**src/verilog/led_ind_pkg.sv**
```systemverilog
// Purpose: shared constants for the status indicator block
// Assumes: 10 MHz core clock, 16-bit management registers
// Notes: timing figures are kept in their own unit, counts derived
package led_ind_pkg;

  // core clock
  localparam int unsigned CLK_PERIOD_NS = 100;

  // base time step of the indicator logic: one millisecond
  localparam int unsigned TICK_NS = 1000000;
  localparam int unsigned TICK_CYCLES = (TICK_NS + CLK_PERIOD_NS - 1) / CLK_PERIOD_NS;

  // register addresses
  localparam logic [7:0] ADDR_ADVERTISE = 8'h04;
  localparam logic [7:0] ADDR_LED_CONTROL = 8'h18;
  localparam logic [7:0] ADDR_PHY_CONTROL = 8'h19;
  localparam logic [7:0] ADDR_MULTI_LED_CONTROL = 8'h25;

  // phy_control: indicator mode select field
  localparam int unsigned MODE_LSB = 5;
  localparam int unsigned MODE_MSB = 6;

  // led_control: polarity field (bit 6 link, 7 speed, 8 activity) and blink rate
  localparam int unsigned POL_LSB = 6;
  localparam int unsigned POL_MSB = 8;
  localparam int unsigned RATE_LSB = 9;
  localparam int unsigned RATE_MSB = 10;
  localparam logic [15:0] LED_CONTROL_RESET = 16'h0400; // rate code 2'b10 = 5 Hz
  localparam logic [15:0] LED_CONTROL_MASK = 16'h07c0;

  // multi_led_control: route, source and stretch fields
  localparam int unsigned ROUTE_LSB = 0;
  localparam int unsigned ROUTE_MSB = 2;
  localparam int unsigned SRC_LSB = 3;
  localparam int unsigned SRC_MSB = 6;
  localparam int unsigned STRETCH_LSB = 7;
  localparam int unsigned STRETCH_MSB = 8;
  localparam logic [15:0] MULTI_LED_CONTROL_RESET = 16'h0080; // not routed, 50 ms stretch
  localparam logic [15:0] MULTI_LED_CONTROL_MASK = 16'h01ff;

  // phy_control and advertisement writable bits held here
  localparam logic [15:0] PHY_CONTROL_MASK = 16'h0060;
  localparam logic [15:0] ADVERTISE_MASK = 16'h01e0;
  localparam int unsigned ADV_LSB = 5;
  localparam int unsigned ADV_MSB = 8;

  // routes of the multi-configurable indicator
  localparam logic [2:0] ROUTE_NONE = 3'h0;
  localparam logic [2:0] ROUTE_LINK = 3'h1;
  localparam logic [2:0] ROUTE_SPEED = 3'h2;
  localparam logic [2:0] ROUTE_ACT = 3'h3;
  localparam logic [2:0] ROUTE_COL = 3'h4;

  // sources of the multi-configurable indicator
  localparam logic [3:0] SRC_LINK = 4'h0;
  localparam logic [3:0] SRC_ANY_ACT = 4'h1;
  localparam logic [3:0] SRC_TX = 4'h2;
  localparam logic [3:0] SRC_RX = 4'h3;
  localparam logic [3:0] SRC_COL = 4'h4;
  localparam logic [3:0] SRC_100M = 4'h5;
  localparam logic [3:0] SRC_10M = 4'h6;
  localparam logic [3:0] SRC_FULL_DUPLEX = 4'h7;
  localparam logic [3:0] SRC_LINK_BLINK = 4'h8;
  localparam logic [3:0] SRC_STRETCH = 4'h9;
  localparam logic [3:0] SRC_FAST_FULL_LINK = 4'ha;

  // blink half periods in ms: codes 0..3 = 20, 10, 5, 2 Hz
  localparam int unsigned BLINK_HALF_MS_20HZ = 25;
  localparam int unsigned BLINK_HALF_MS_10HZ = 50;
  localparam int unsigned BLINK_HALF_MS_5HZ = 100;
  localparam int unsigned BLINK_HALF_MS_2HZ = 250;

  // activity stretch in ms: codes 0..3
  localparam int unsigned STRETCH_MS_0 = 25;
  localparam int unsigned STRETCH_MS_1 = 50;
  localparam int unsigned STRETCH_MS_2 = 100;
  localparam int unsigned STRETCH_MS_3 = 200;

endpackage

```
**src/verilog/phy_led_indicator_control.sv**
```systemverilog
// Purpose: status indicator pins of a 10/100 transceiver, with strap capture
// Assumes: status inputs synchronous to clk, management register port
// Notes: indicator pins are released while reset is low
`timescale 1ns/1ps
module phy_led_indicator_control #(
  parameter int unsigned TICK_DIV = led_ind_pkg::TICK_CYCLES
) (
  // clock and reset
  input wire logic clk,
  input wire logic rst_n,
  // management register port
  input wire logic reg_wr,
  input wire logic reg_rd,
  input wire logic [7:0] reg_addr,
  input wire logic [15:0] reg_wdata,
  output logic [15:0] reg_rdata,
  output logic reg_rvalid,
  // transceiver status
  input wire logic link_good,
  input wire logic speed_100,
  input wire logic full_duplex,
  input wire logic collision,
  input wire logic tx_active,
  input wire logic rx_active,
  // mode strap pin
  input wire logic indicator_mode_strap,
  // link indicator pin, also autoneg_mode_strap_low
  input wire logic link_indicator_in,
  output logic link_indicator_out,
  output logic link_indicator_oe,
  // speed indicator pin, also autoneg_mode_strap_high
  input wire logic speed_indicator_in,
  output logic speed_indicator_out,
  output logic speed_indicator_oe,
  // activity indicator pin, also autoneg_enable_strap
  input wire logic activity_indicator_in,
  output logic activity_indicator_out,
  output logic activity_indicator_oe,
  // collision pin
  output logic collision_out,
  output logic collision_oe
);

  typedef enum logic [1:0] {MODE_PULSE, MODE_COLLISION, MODE_DUPLEX} led_mode_t;

  logic tick;
  // register file
  logic [15:0] led_control_r, led_control_nxt;
  logic [15:0] phy_control_r, phy_control_nxt;
  logic [15:0] multi_led_control_r, multi_led_control_nxt;
  logic [15:0] advertisement_register_r, advertisement_register_nxt;
  logic [15:0] rdata_r, rdata_nxt;
  logic rvalid_r, rvalid_nxt;
  logic strap_done_r, strap_done_nxt;
  // activity and blink state
  logic [7:0] stretch_r, stretch_nxt;
  logic stretched_prev_r, stretched_prev_nxt;
  logic [7:0] blink_cnt_r, blink_cnt_nxt;
  logic blink_phase_r, blink_phase_nxt;
  // pin drive
  logic [3:0] pin_r, pin_nxt;
  // decoded values
  logic [3:0] strap_adv;
  logic [7:0] stretch_len;
  logic [7:0] blink_half;
  logic any_act;
  logic stretched;
  logic link_blink;
  logic multi_configurable_indicator;
  led_mode_t indicator_mode_select;
  logic [2:0] route;
  logic [2:0] polarity;

  // millisecond enable
  tick_divider #(
    .DIV(TICK_DIV)
  ) u_tick (
    .clk(clk),
    .rst_n(rst_n),
    .tick(tick)
  );

  // strap decode: forced mode advertises one ability, autoneg a set
  always_comb begin
    case ({activity_indicator_in, speed_indicator_in, link_indicator_in})
      3'h0: strap_adv = 4'h1;
      3'h1: strap_adv = 4'h2;
      3'h2: strap_adv = 4'h4;
      3'h3: strap_adv = 4'h8;
      3'h4: strap_adv = 4'h3;
      3'h5: strap_adv = 4'hc;
      3'h6: strap_adv = 4'h5;
      default: strap_adv = 4'hf;
    endcase
  end

  // register file next state, straps taken on the first edge after release
  always_comb begin
    led_control_nxt = led_control_r;
    phy_control_nxt = phy_control_r;
    multi_led_control_nxt = multi_led_control_r;
    advertisement_register_nxt = advertisement_register_r;
    strap_done_nxt = 1'b1;
    rvalid_nxt = reg_rd;
    rdata_nxt = rdata_r;
    if (!strap_done_r) begin
      advertisement_register_nxt[led_ind_pkg::ADV_MSB:led_ind_pkg::ADV_LSB] = strap_adv;
      phy_control_nxt[led_ind_pkg::MODE_LSB] = indicator_mode_strap;
    end else if (reg_wr) begin
      case (reg_addr)
        led_ind_pkg::ADDR_LED_CONTROL: led_control_nxt = reg_wdata & led_ind_pkg::LED_CONTROL_MASK;
        led_ind_pkg::ADDR_PHY_CONTROL: phy_control_nxt = reg_wdata & led_ind_pkg::PHY_CONTROL_MASK;
        led_ind_pkg::ADDR_MULTI_LED_CONTROL: begin
          multi_led_control_nxt = reg_wdata & led_ind_pkg::MULTI_LED_CONTROL_MASK;
        end
        led_ind_pkg::ADDR_ADVERTISE: begin
          advertisement_register_nxt = reg_wdata & led_ind_pkg::ADVERTISE_MASK;
        end
        default: begin
        end
      endcase
    end
    if (reg_rd) begin
      case (reg_addr)
        led_ind_pkg::ADDR_LED_CONTROL: rdata_nxt = led_control_r;
        led_ind_pkg::ADDR_PHY_CONTROL: rdata_nxt = phy_control_r;
        led_ind_pkg::ADDR_MULTI_LED_CONTROL: rdata_nxt = multi_led_control_r;
        led_ind_pkg::ADDR_ADVERTISE: rdata_nxt = advertisement_register_r;
        default: rdata_nxt = 16'h0000;
      endcase
    end
  end

  // register file flops; pins stay released until straps are taken
  always_ff @(posedge clk or negedge rst_n) begin
    if (!rst_n) begin
      led_control_r <= led_ind_pkg::LED_CONTROL_RESET;
      phy_control_r <= 16'h0000;
      multi_led_control_r <= led_ind_pkg::MULTI_LED_CONTROL_RESET;
      advertisement_register_r <= 16'h0000;
      rdata_r <= 16'h0000;
      rvalid_r <= 1'b0;
      strap_done_r <= 1'b0;
    end else begin
      led_control_r <= led_control_nxt;
      phy_control_r <= phy_control_nxt;
      multi_led_control_r <= multi_led_control_nxt;
      advertisement_register_r <= advertisement_register_nxt;
      rdata_r <= rdata_nxt;
      rvalid_r <= rvalid_nxt;
      strap_done_r <= strap_done_nxt;
    end
  end

  // field decode
  always_comb begin
    case (phy_control_r[led_ind_pkg::MODE_MSB:led_ind_pkg::MODE_LSB])
      2'h0: indicator_mode_select = MODE_COLLISION;
      2'h2: indicator_mode_select = MODE_DUPLEX;
      default: indicator_mode_select = MODE_PULSE;
    endcase
    case (led_control_r[led_ind_pkg::RATE_MSB:led_ind_pkg::RATE_LSB])
      2'h0: blink_half = 8'(led_ind_pkg::BLINK_HALF_MS_20HZ);
      2'h1: blink_half = 8'(led_ind_pkg::BLINK_HALF_MS_10HZ);
      2'h2: blink_half = 8'(led_ind_pkg::BLINK_HALF_MS_5HZ);
      default: blink_half = 8'(led_ind_pkg::BLINK_HALF_MS_2HZ);
    endcase
    case (multi_led_control_r[led_ind_pkg::STRETCH_MSB:led_ind_pkg::STRETCH_LSB])
      2'h0: stretch_len = 8'(led_ind_pkg::STRETCH_MS_0);
      2'h1: stretch_len = 8'(led_ind_pkg::STRETCH_MS_1);
      2'h2: stretch_len = 8'(led_ind_pkg::STRETCH_MS_2);
      default: stretch_len = 8'(led_ind_pkg::STRETCH_MS_3);
    endcase
    route = multi_led_control_r[led_ind_pkg::ROUTE_MSB:led_ind_pkg::ROUTE_LSB];
    polarity = led_control_r[led_ind_pkg::POL_MSB:led_ind_pkg::POL_LSB];
  end

  assign any_act = tx_active | rx_active;
  assign stretched = any_act | (stretch_r != 8'h00);

  // stretch and blink next state
  always_comb begin
    stretch_nxt = stretch_r;
    blink_cnt_nxt = blink_cnt_r;
    blink_phase_nxt = blink_phase_r;
    stretched_prev_nxt = stretched;
    if (any_act) begin
      stretch_nxt = stretch_len;
    end else if (tick && stretch_r != 8'h00) begin
      stretch_nxt = stretch_r - 8'h01;
    end
    if (stretched && !stretched_prev_r) begin
      blink_cnt_nxt = 8'h00;
      blink_phase_nxt = 1'b0;
    end else if (tick) begin
      if (blink_cnt_r >= blink_half - 8'h01) begin
        blink_cnt_nxt = 8'h00;
        blink_phase_nxt = !blink_phase_r;
      end else begin
        blink_cnt_nxt = blink_cnt_r + 8'h01;
      end
    end
  end

  // stretch and blink flops
  always_ff @(posedge clk or negedge rst_n) begin
    if (!rst_n) begin
      stretch_r <= 8'h00;
      stretched_prev_r <= 1'b0;
      blink_cnt_r <= 8'h00;
      blink_phase_r <= 1'b0;
    end else begin
      stretch_r <= stretch_nxt;
      stretched_prev_r <= stretched_prev_nxt;
      blink_cnt_r <= blink_cnt_nxt;
      blink_phase_r <= blink_phase_nxt;
    end
  end

  // link with blink off-phase during activity
  assign link_blink = link_good & !(stretched & blink_phase_r);

  // multi-configurable source select
  always_comb begin
    case (multi_led_control_r[led_ind_pkg::SRC_MSB:led_ind_pkg::SRC_LSB])
      led_ind_pkg::SRC_LINK: multi_configurable_indicator = link_good;
      led_ind_pkg::SRC_ANY_ACT: multi_configurable_indicator = any_act;
      led_ind_pkg::SRC_TX: multi_configurable_indicator = tx_active;
      led_ind_pkg::SRC_RX: multi_configurable_indicator = rx_active;
      led_ind_pkg::SRC_COL: multi_configurable_indicator = collision;
      led_ind_pkg::SRC_100M: multi_configurable_indicator = speed_100;
      led_ind_pkg::SRC_10M: multi_configurable_indicator = !speed_100;
      led_ind_pkg::SRC_FULL_DUPLEX: multi_configurable_indicator = full_duplex;
      led_ind_pkg::SRC_LINK_BLINK: multi_configurable_indicator = link_blink;
      led_ind_pkg::SRC_STRETCH: multi_configurable_indicator = stretched;
      led_ind_pkg::SRC_FAST_FULL_LINK: begin
        multi_configurable_indicator = link_good & speed_100 & full_duplex;
      end
      default: multi_configurable_indicator = 1'b0;
    endcase
  end

  // pin values: [0] link, [1] speed, [2] activity, [3] collision
  always_comb begin
    pin_nxt[0] = (indicator_mode_select == MODE_PULSE) ? link_good : link_blink;
    pin_nxt[1] = speed_100;
    case (indicator_mode_select)
      MODE_PULSE: pin_nxt[2] = stretched;
      MODE_COLLISION: pin_nxt[2] = collision;
      MODE_DUPLEX: pin_nxt[2] = full_duplex;
      default: pin_nxt[2] = 1'b0;
    endcase
    pin_nxt[3] = collision;
    // routed multi indicator replaces the pin's normal function
    case (route)
      led_ind_pkg::ROUTE_LINK: pin_nxt[0] = multi_configurable_indicator;
      led_ind_pkg::ROUTE_SPEED: pin_nxt[1] = multi_configurable_indicator;
      led_ind_pkg::ROUTE_ACT: pin_nxt[2] = multi_configurable_indicator;
      led_ind_pkg::ROUTE_COL: pin_nxt[3] = multi_configurable_indicator;
      default: begin
      end
    endcase
    pin_nxt[2:0] = pin_nxt[2:0] ^ polarity;
  end

  // pin flops
  always_ff @(posedge clk or negedge rst_n) begin
    if (!rst_n) begin
      pin_r <= 4'h0;
    end else begin
      pin_r <= pin_nxt;
    end
  end

  // outputs; enables follow strap capture
  assign link_indicator_out = pin_r[0];
  assign speed_indicator_out = pin_r[1];
  assign activity_indicator_out = pin_r[2];
  assign collision_out = pin_r[3];
  assign link_indicator_oe = strap_done_r;
  assign speed_indicator_oe = strap_done_r;
  assign activity_indicator_oe = strap_done_r;
  assign collision_oe = strap_done_r;
  assign reg_rdata = rdata_r;
  assign reg_rvalid = rvalid_r;

endmodule // phy_led_indicator_control

```
**src/verilog/tick_divider.sv**
```systemverilog
// Purpose: divides the core clock into a one-cycle enable pulse
// Assumes: DIV of two or more
// Notes: free running from reset release
`timescale 1ns/1ps
module tick_divider #(
  parameter int unsigned DIV = 10000
) (
  // clock and reset
  input wire logic clk,
  input wire logic rst_n,
  // enable out
  output logic tick
);

  logic [19:0] cnt_r;
  logic [19:0] cnt_nxt;
  logic tick_r;
  logic tick_nxt;

  // count up and wrap, pulse on the wrap
  always_comb begin
    if (cnt_r == 20'(DIV - 1)) begin
      cnt_nxt = 20'h00000;
      tick_nxt = 1'b1;
    end else begin
      cnt_nxt = cnt_r + 20'h00001;
      tick_nxt = 1'b0;
    end
  end

  // register
  always_ff @(posedge clk or negedge rst_n) begin
    if (!rst_n) begin
      cnt_r <= 20'h00000;
      tick_r <= 1'b0;
    end else begin
      cnt_r <= cnt_nxt;
      tick_r <= tick_nxt;
    end
  end

  assign tick = tick_r;

endmodule // tick_divider
```
**config.mk**
```make
export PLATFORM = sky130hd
export DESIGN_NAME = phy_led_indicator_control
export DESIGN_NICKNAME = d
export VERILOG_FILES = /design/src/verilog/led_ind_pkg.sv /design/src/verilog/phy_led_indicator_control.sv /design/src/verilog/tick_divider.sv
export SDC_FILE = /design/constraint.sdc
export NUM_CORES = 1
export LEC_CHECK = 0
export ABC_AREA = 1
export BUFFER_PORTS_ARGS = -buffer_cell sky130_fd_sc_hd__buf_4
export CAP_MARGIN = 20
export CORE_MARGIN = 1.5
export CORE_UTILIZATION = 54
export DETAILED_ROUTE_END_ITERATION = 16
export PLACE_DENSITY = 0.76
export SETUP_SLACK_MARGIN = 0.02
export SLEW_MARGIN = 10
export SYNTH_ARGS = -nofsm -noshare
export SYNTH_HDL_FRONTEND = slang
export SYNTH_SLANG_ARGS = --single-unit
```
**constraint.sdc**
```tcl
create_clock -name clk -period 2.3 [get_ports clk]
set_input_delay 0.46 -clock clk [delete_from_list [all_inputs] [get_ports clk]]
set_output_delay 0.46 -clock clk [all_outputs]
set_load 0.005 [all_outputs]
```
## Word level (Yosys, flattened, before mapping)

Index checks and enable logic that the tools add are counted.
W data, S select, Z words.

- Memories kept: 0
- Bits in latches: 0
- Bits in read-only memories: 0
- Word-level logic and storage cells: 112
- Memory bits (writable): 0
- Register bits after elaboration: 81
- Output and inout bits: 25

- Mux-type cells: 28
- $lt $le $gt $ge: 1
- Add/subtract/negate cells: 4
- Reductions and logical operators: 22
- Multiply operators: 0
- Divide/modulo/power cells: 0
- Bitwise operators: 7
- Shifts and indexed selects: 0
- Equality and inequality tests: 35

Operator list:

| operator | number |
|---|---|
| $pmux W8 S3 | 2 |
| $pmux W11 S4 | 1 |
| $mux W8 | 5 |
| $pmux W4 S7 | 1 |
| $add A20 B1 Y20 const B | 1 |
| $eq A20 B14 Y1 const B | 1 |
| $mux W20 | 1 |
| $mux W9 | 2 |
| $eq A4 B3 Y1 const B | 4 |
| $eq A8 B5 Y1 const B | 2 |
| $sub A8 B1 Y8 const B | 2 |
| $eq A3 B2 Y1 const B | 4 |
| $eq A3 B3 Y1 const B | 4 |
| $eq A4 B4 Y1 const B | 3 |
| $mux W6 | 2 |
| $pmux W1 S11 | 1 |
| $mux W1 | 10 |
| $reduce_and A3 Y1 | 3 |
| $add A8 B1 Y8 const B | 1 |
| $eq A2 B2 Y1 const B | 4 |
| $eq A4 B2 Y1 const B | 2 |
| $eq A8 B3 Y1 const B | 1 |
| $eq A8 B6 Y1 const B | 1 |
| $ge A8 B8 Y1 | 1 |
| other kinds (19) | 38 |

## Logic depth before layout (Yosys ltp)

- Word-level depth: 8
- Depth in mapped cells: 13
- Mapped depth without buffers: 13

## By module

A second synthesis with hierarchy kept.

- Cell total of the unflattened synthesis: 583
- Area, all modules: 4546.9 µm²

By module, submodules not included:

| module | cells each | times used | area an instance (µm²) |
|---|---|---|---|
| phy_led_indicator_control | 417 | 1 | 3320.7 |
| tick_divider | 166 | 1 | 1226.2 |

## Least setup slack after synthesis

Ideal clock, no wire load.

- Path kind: flip-flop to flip-flop
- Start: register led_control_r[10]
- End: register blink_phase_r
- Clock period less this slack: 1.946 ns
- Buffers on the path: 0
- Path slack: 0.354 ns
- Required time: 2.177 ns
- Stages on the path, launching flop included: 12
- Arrival time: 1.823 ns
- Library setup time: 0.123 ns
- Cell sequence: dfstp_2 -> inv_1 -> ha_1 -> ha_1 -> a21oi_1 -> o21ai_0 -> nand2_1 -> nand3_1 -> nor2_1 -> nor2_2 -> nand2_1 -> nand2_1

- Cells in the longest elaborated chain, start to end: 6

RTL lines:

| item | RTL line | text |
|---|---|---|
| start: declaration | phy_led_indicator_control.sv:48 | `logic [15:0] led_control_r, led_control_nxt;` |
| start signal: assignment | phy_led_indicator_control.sv:137 | `led_control_r <= led_ind_pkg::LED_CONTROL_RESET;` |
| start signal: assignment | phy_led_indicator_control.sv:145 | `led_control_r <= led_control_nxt;` |
| $eq A2 B2 Y1 (tied with other cells) | phy_led_indicator_control.sv:162 | `case (led_control_r[led_ind_pkg::RATE_MSB:led_ind_pkg::RATE_LSB])` |
| $pmux W8 S3 * | phy_led_indicator_control.sv:162 |  |
| $sub A8 B1 Y8 * | phy_led_indicator_control.sv:196 | `if (blink_cnt_r >= blink_half - 8'h01) begin` |
| $ge A8 B8 Y1 * | phy_led_indicator_control.sv:196 |  |
| $reduce_bool A2 Y1 (no source line) * | - |  |
| $reduce_and A2 Y1 (no source line) * | - |  |
| end signal: assignment | phy_led_indicator_control.sv:216 | `blink_phase_r <= blink_phase_nxt;` |
| end: declaration | phy_led_indicator_control.sv:59 | `logic blink_phase_r, blink_phase_nxt;` |

Every way passes the cells marked *; elsewhere a longest branch is shown, timed or not.
A chain may end at the register's enable or synchronous reset.

## Worst setup path in the final report

Same ends and word-level chain as after synthesis.

==> results.py <==
metrics = {
    "logic_synthesis": {
        "seq_area_frac_synth_pct": 43.89,
        "synth_edf_count": 0,
        "async_flop_share_pct": 100.0,
        "syn_inst": 526,
        "yosysWarnings": 0,
        "syn_avg_cell_area_um2": 8.249,
        "syn_area_um2": 4339,
        "synth-seq-cells": 76,
        "synth_ff_type": "dfrtp_1",
        "ys_types": 44,
    },
    "final_layout": {
        "final_cells": 693,
        "nNetsFinal": 645,
        "final_area_um2": 5091,
        "syn_to_final_growth_pct": 17.33,
        "fillers": 690,
        "regArea_um2": 1904,
        "multi_input_area_um2": 2113,
        "antennaDiodeCount": 0,
        "drive_gt1_share_pct": 18.44,
    },
    "worst_setup_path": {
        "cp_cell_sequence": "inv_1 > ha_1 > ha_4 > nand2_1 > o21ai_1 > nand2_1 > nand3_1 > nor2_4 > nor2_4 > nand2_1 > nand2_1",
        "crit_arrival_ns": 2.42,
        "crit_fanout": 7,
        "cp.depth": 11,
        "crit_type": "flop to flop",
        "cp-end-kind": "flop",
        "cpMaxStageDelayCell": "dfstp_2",
        "slowest_delay_ns": 0.57,
        "reg2regPathDepth": 11,
        "path_common_cell": "nand2_1",
        "cp_top_family": "simple AND/OR/NAND/NOR gates",
        "cp-start-kind": "flop",
        "cp.required_ns": 2.58,
        "path_buf_inv": 1,
    },
    "flow_run": {
        "max-cap-violations": 0,
    },
    "sta": {
        "setup_tns_ns": 0,
        "rsz0062_at_grt": "false",
        "finClkSkew_ns": 0.007699,
        "fmax_mhz": 468.1,
        "hold_violations": 0,
        "finalSetupViolCount": 0,
        "final_min_period_over_clock_period_pct": 92.88,
        "drv_slew": 0,
        "fin_crit_ns": 2.136,
    },
    "placed_design": {
        "place_congestion": 0.9246,
        "port_buffers": 52,
        "dp_hpwl_mm": 7.021,
        "dpl.cell_count": 676,
        "place_area_um2": 4835,
    },
    "clocking": {
        "clock_latency_ns": 0.34,
        "cts_tree": "built",
        "ctsHtreeMaxLevel": 3,
        "clock_sinks": 76,
        "cts_setup_buffers": 0,
        "cts_buffers": 9,
        "clk_pin_slew_ns": 0.08,
        "root_buffer": "clkbuf_8",
        "clk_path_buf_depth": 2,
    },
    "route": {
        "wl_mm": 9.393,
        "final_antenna_net_count": 0,
        "vias": 3685,
        "dr.pass1.iters": 5,
        "wire_per_inst_um": 13.55,
        "drt_iter0_drc": 196,
        "drc": 0,
        "avgViaCountPerCell": 5.317,
    },
    "hold_path": {
        "hold_path_depth": 1,
        "hold_class": "input port to flop",
    },
    "global_routing": {
        "grt_pass1_vias": 3514,
        "grt_overflow": 0,
        "grt_pass1_wl_mm": 15.59,
        "antenna_found_initial": 0,
        "track_usage_pct": 22.78,
        "grt_max_degree": 57,
    },
    "die": {
        "io_pins": 63,
        "die-area_um2": 8582,
        "coreArea_um2": 7767,
        "num_rows": 32,
        "dieWidth_um": 92.64,
        "initial_core_util_pct": 55.86,
        "fp.dieH_um": 92.64,
    },
    "power_and_ir_drop": {
        "total_power_w": 0.002785,
        "p_leak_nw": 2.526,
        "ir_drop_mv": 0.3299,
        "power_density_nw_per_um2": 547.1,
    },
    "status": {
        "run_status": "complete, no violations",
    },
}
==> cells in the final DEF, fill, tap and decap left out, types with 4 or more instances in the layout <==
cell type  netlist  final
a21oi_1         13     12
a31oi_1          6      6
buf_4            8     54
clkbuf_8         0     10
conb_1           2      6
dfrtp_1         74     74
ha_1            21     20
inv_1           74     74
nand2_1        101    101
nand3_1         27     27
nand3_2          6      6
nand4_1         10     10
nor2_1          59     58
nor2_2           5      4
nor2_4           2      4
nor3_1           7      7
nor3_2           4      4
nor4_1           4      4
o211ai_1         4      4
o21ai_0         32     31
o31ai_1          6      6
or2_2            4      4
xor2_1          19     19
==> sequential cells by signal, indices dropped and copies added (netlist names) <==
name and cells:
u_tick.tick 1, u_tick.cnt_r 20, blink_phase_r 1, pin_r 4, blink_cnt_r 8, reg_rdata 11
led_control_r 5, multi_led_control_r 9, stretched_prev_r 1, advertisement_register_r 4, phy_control_r 2, activity_indicator_oe 1
reg_rvalid 1, stretch_r 8
==> cell type report <==
type / count / area share, %
clock inverter: 4 / 1.425
inverter: 78 / 5.751
clock buffer: 12 / 2.851
tap: 102 / 2.507
sequential: 76 / 37.40
timing repair buffer: 56 / 8.552
multi-input combinational: 365 / 41.51
==> cell usage after synthesis (2+ instances only) <==
library cell / instances / area, µm²
dfstp_2: 2 / 52.55
nand2_1: 101 / 379.1
nand3_1: 27 / 135.1
xor2_1: 19 / 166.4
or2_2: 4 / 25.02
o211ai_1: 4 / 30.03
nor3_1: 7 / 35.03
o22ai_1: 3 / 18.77
xnor2_1: 2 / 17.52
buf_4: 8 / 60.06
nand3b_1: 2 / 15.01
dfrtp_1: 74 / 1852
nand4_1: 10 / 62.56
nor2_4: 2 / 22.52
nand3_2: 6 / 60.06
o31ai_1: 6 / 45.04
clkbuf_1: 2 / 7.510
o21ai_0: 32 / 160.2
nor2_2: 5 / 31.28
inv_1: 74 / 277.8
a21oi_1: 13 / 65.06
a22oi_1: 2 / 15.01
o21ai_2: 2 / 17.52
nor3_2: 4 / 40.04
nor4_1: 4 / 25.02
a31oi_1: 6 / 37.54
nand2_2: 3 / 18.77
ha_1: 21 / 262.8
nor2_1: 59 / 221.5
inv_2: 3 / 11.26
conb_1: 2 / 7.510
o221ai_1: 3 / 26.28
mux2_2: 3 / 33.78
==> stage by stage <==
stage / hold slack (ns) / setup WS (ns) / util, %
global route: 0.2603 / 0.01773 / 65.54
floorplan: 0.1644 / 0.3542 / -
CTS: 0.2677 / 0.03535 / 65.17
global placement: 0.3587 / 0.2133 / 62.24
detailed placement: 0.3666 / 0.04759 / 62.24
finish: 0.2756 / 0.1638 / 65.54
==> metal layers <==
metal	vias up	global-route usage [%]	share of wire (%)
met5	-	0	0
met3	11	4.433	4.0
li1	1833	-	-
met4	0	7.828	1.1
met2	76	35.66	48
met1	1765	31.70	46
==> final timing paths <==
path | startpoint | slack, ns | to
max in group asynchronous | rst_n | 1.13 | led_control_r[10]
min | reg_rd | 0.28 | reg_rvalid
max | led_control_r[10] | 0.16 | blink_phase_r
max reg2reg | led_control_r[10] | 0.16 | blink_phase_r
min reg2reg | multi_led_control_r[6] | 0.49 | multi_led_control_r[6]
min in group asynchronous | rst_n | 0.54 | u_tick.cnt_r[19]
==> report_power, final <==
part	leakage, nW	internal (W)	switching [W]
combinational	1.45	0.000111	0.000158
clock	0.107	0.000640	0.000481
sequential	0.973	0.00137	0.0000250
==> timing repair <==
item / 4_1_cts / 5_1_grt
hold buffers: 1 / 0
hold endpoints to repair: 17 / 0
endpoints found under the setup margin: 0 / 9
resized for setup: 0 / 6
==> kinds of logic (layout without fill, tap and decap cells) <==
logic type,Yosys count,in the layout,share of synthesized area [%]
compound gates,76,76,10.58
xor+xnor,21,21,4.239
fa+ha+maj,21,21,6.055
buf+inv,89,150,8.420
flops,76,76,43.89
mux,3,3,0.7785
other cells,2,6,0.1731
simple gates,238,238,25.86
Note: power is estimated with default switching activity, not from simulation.
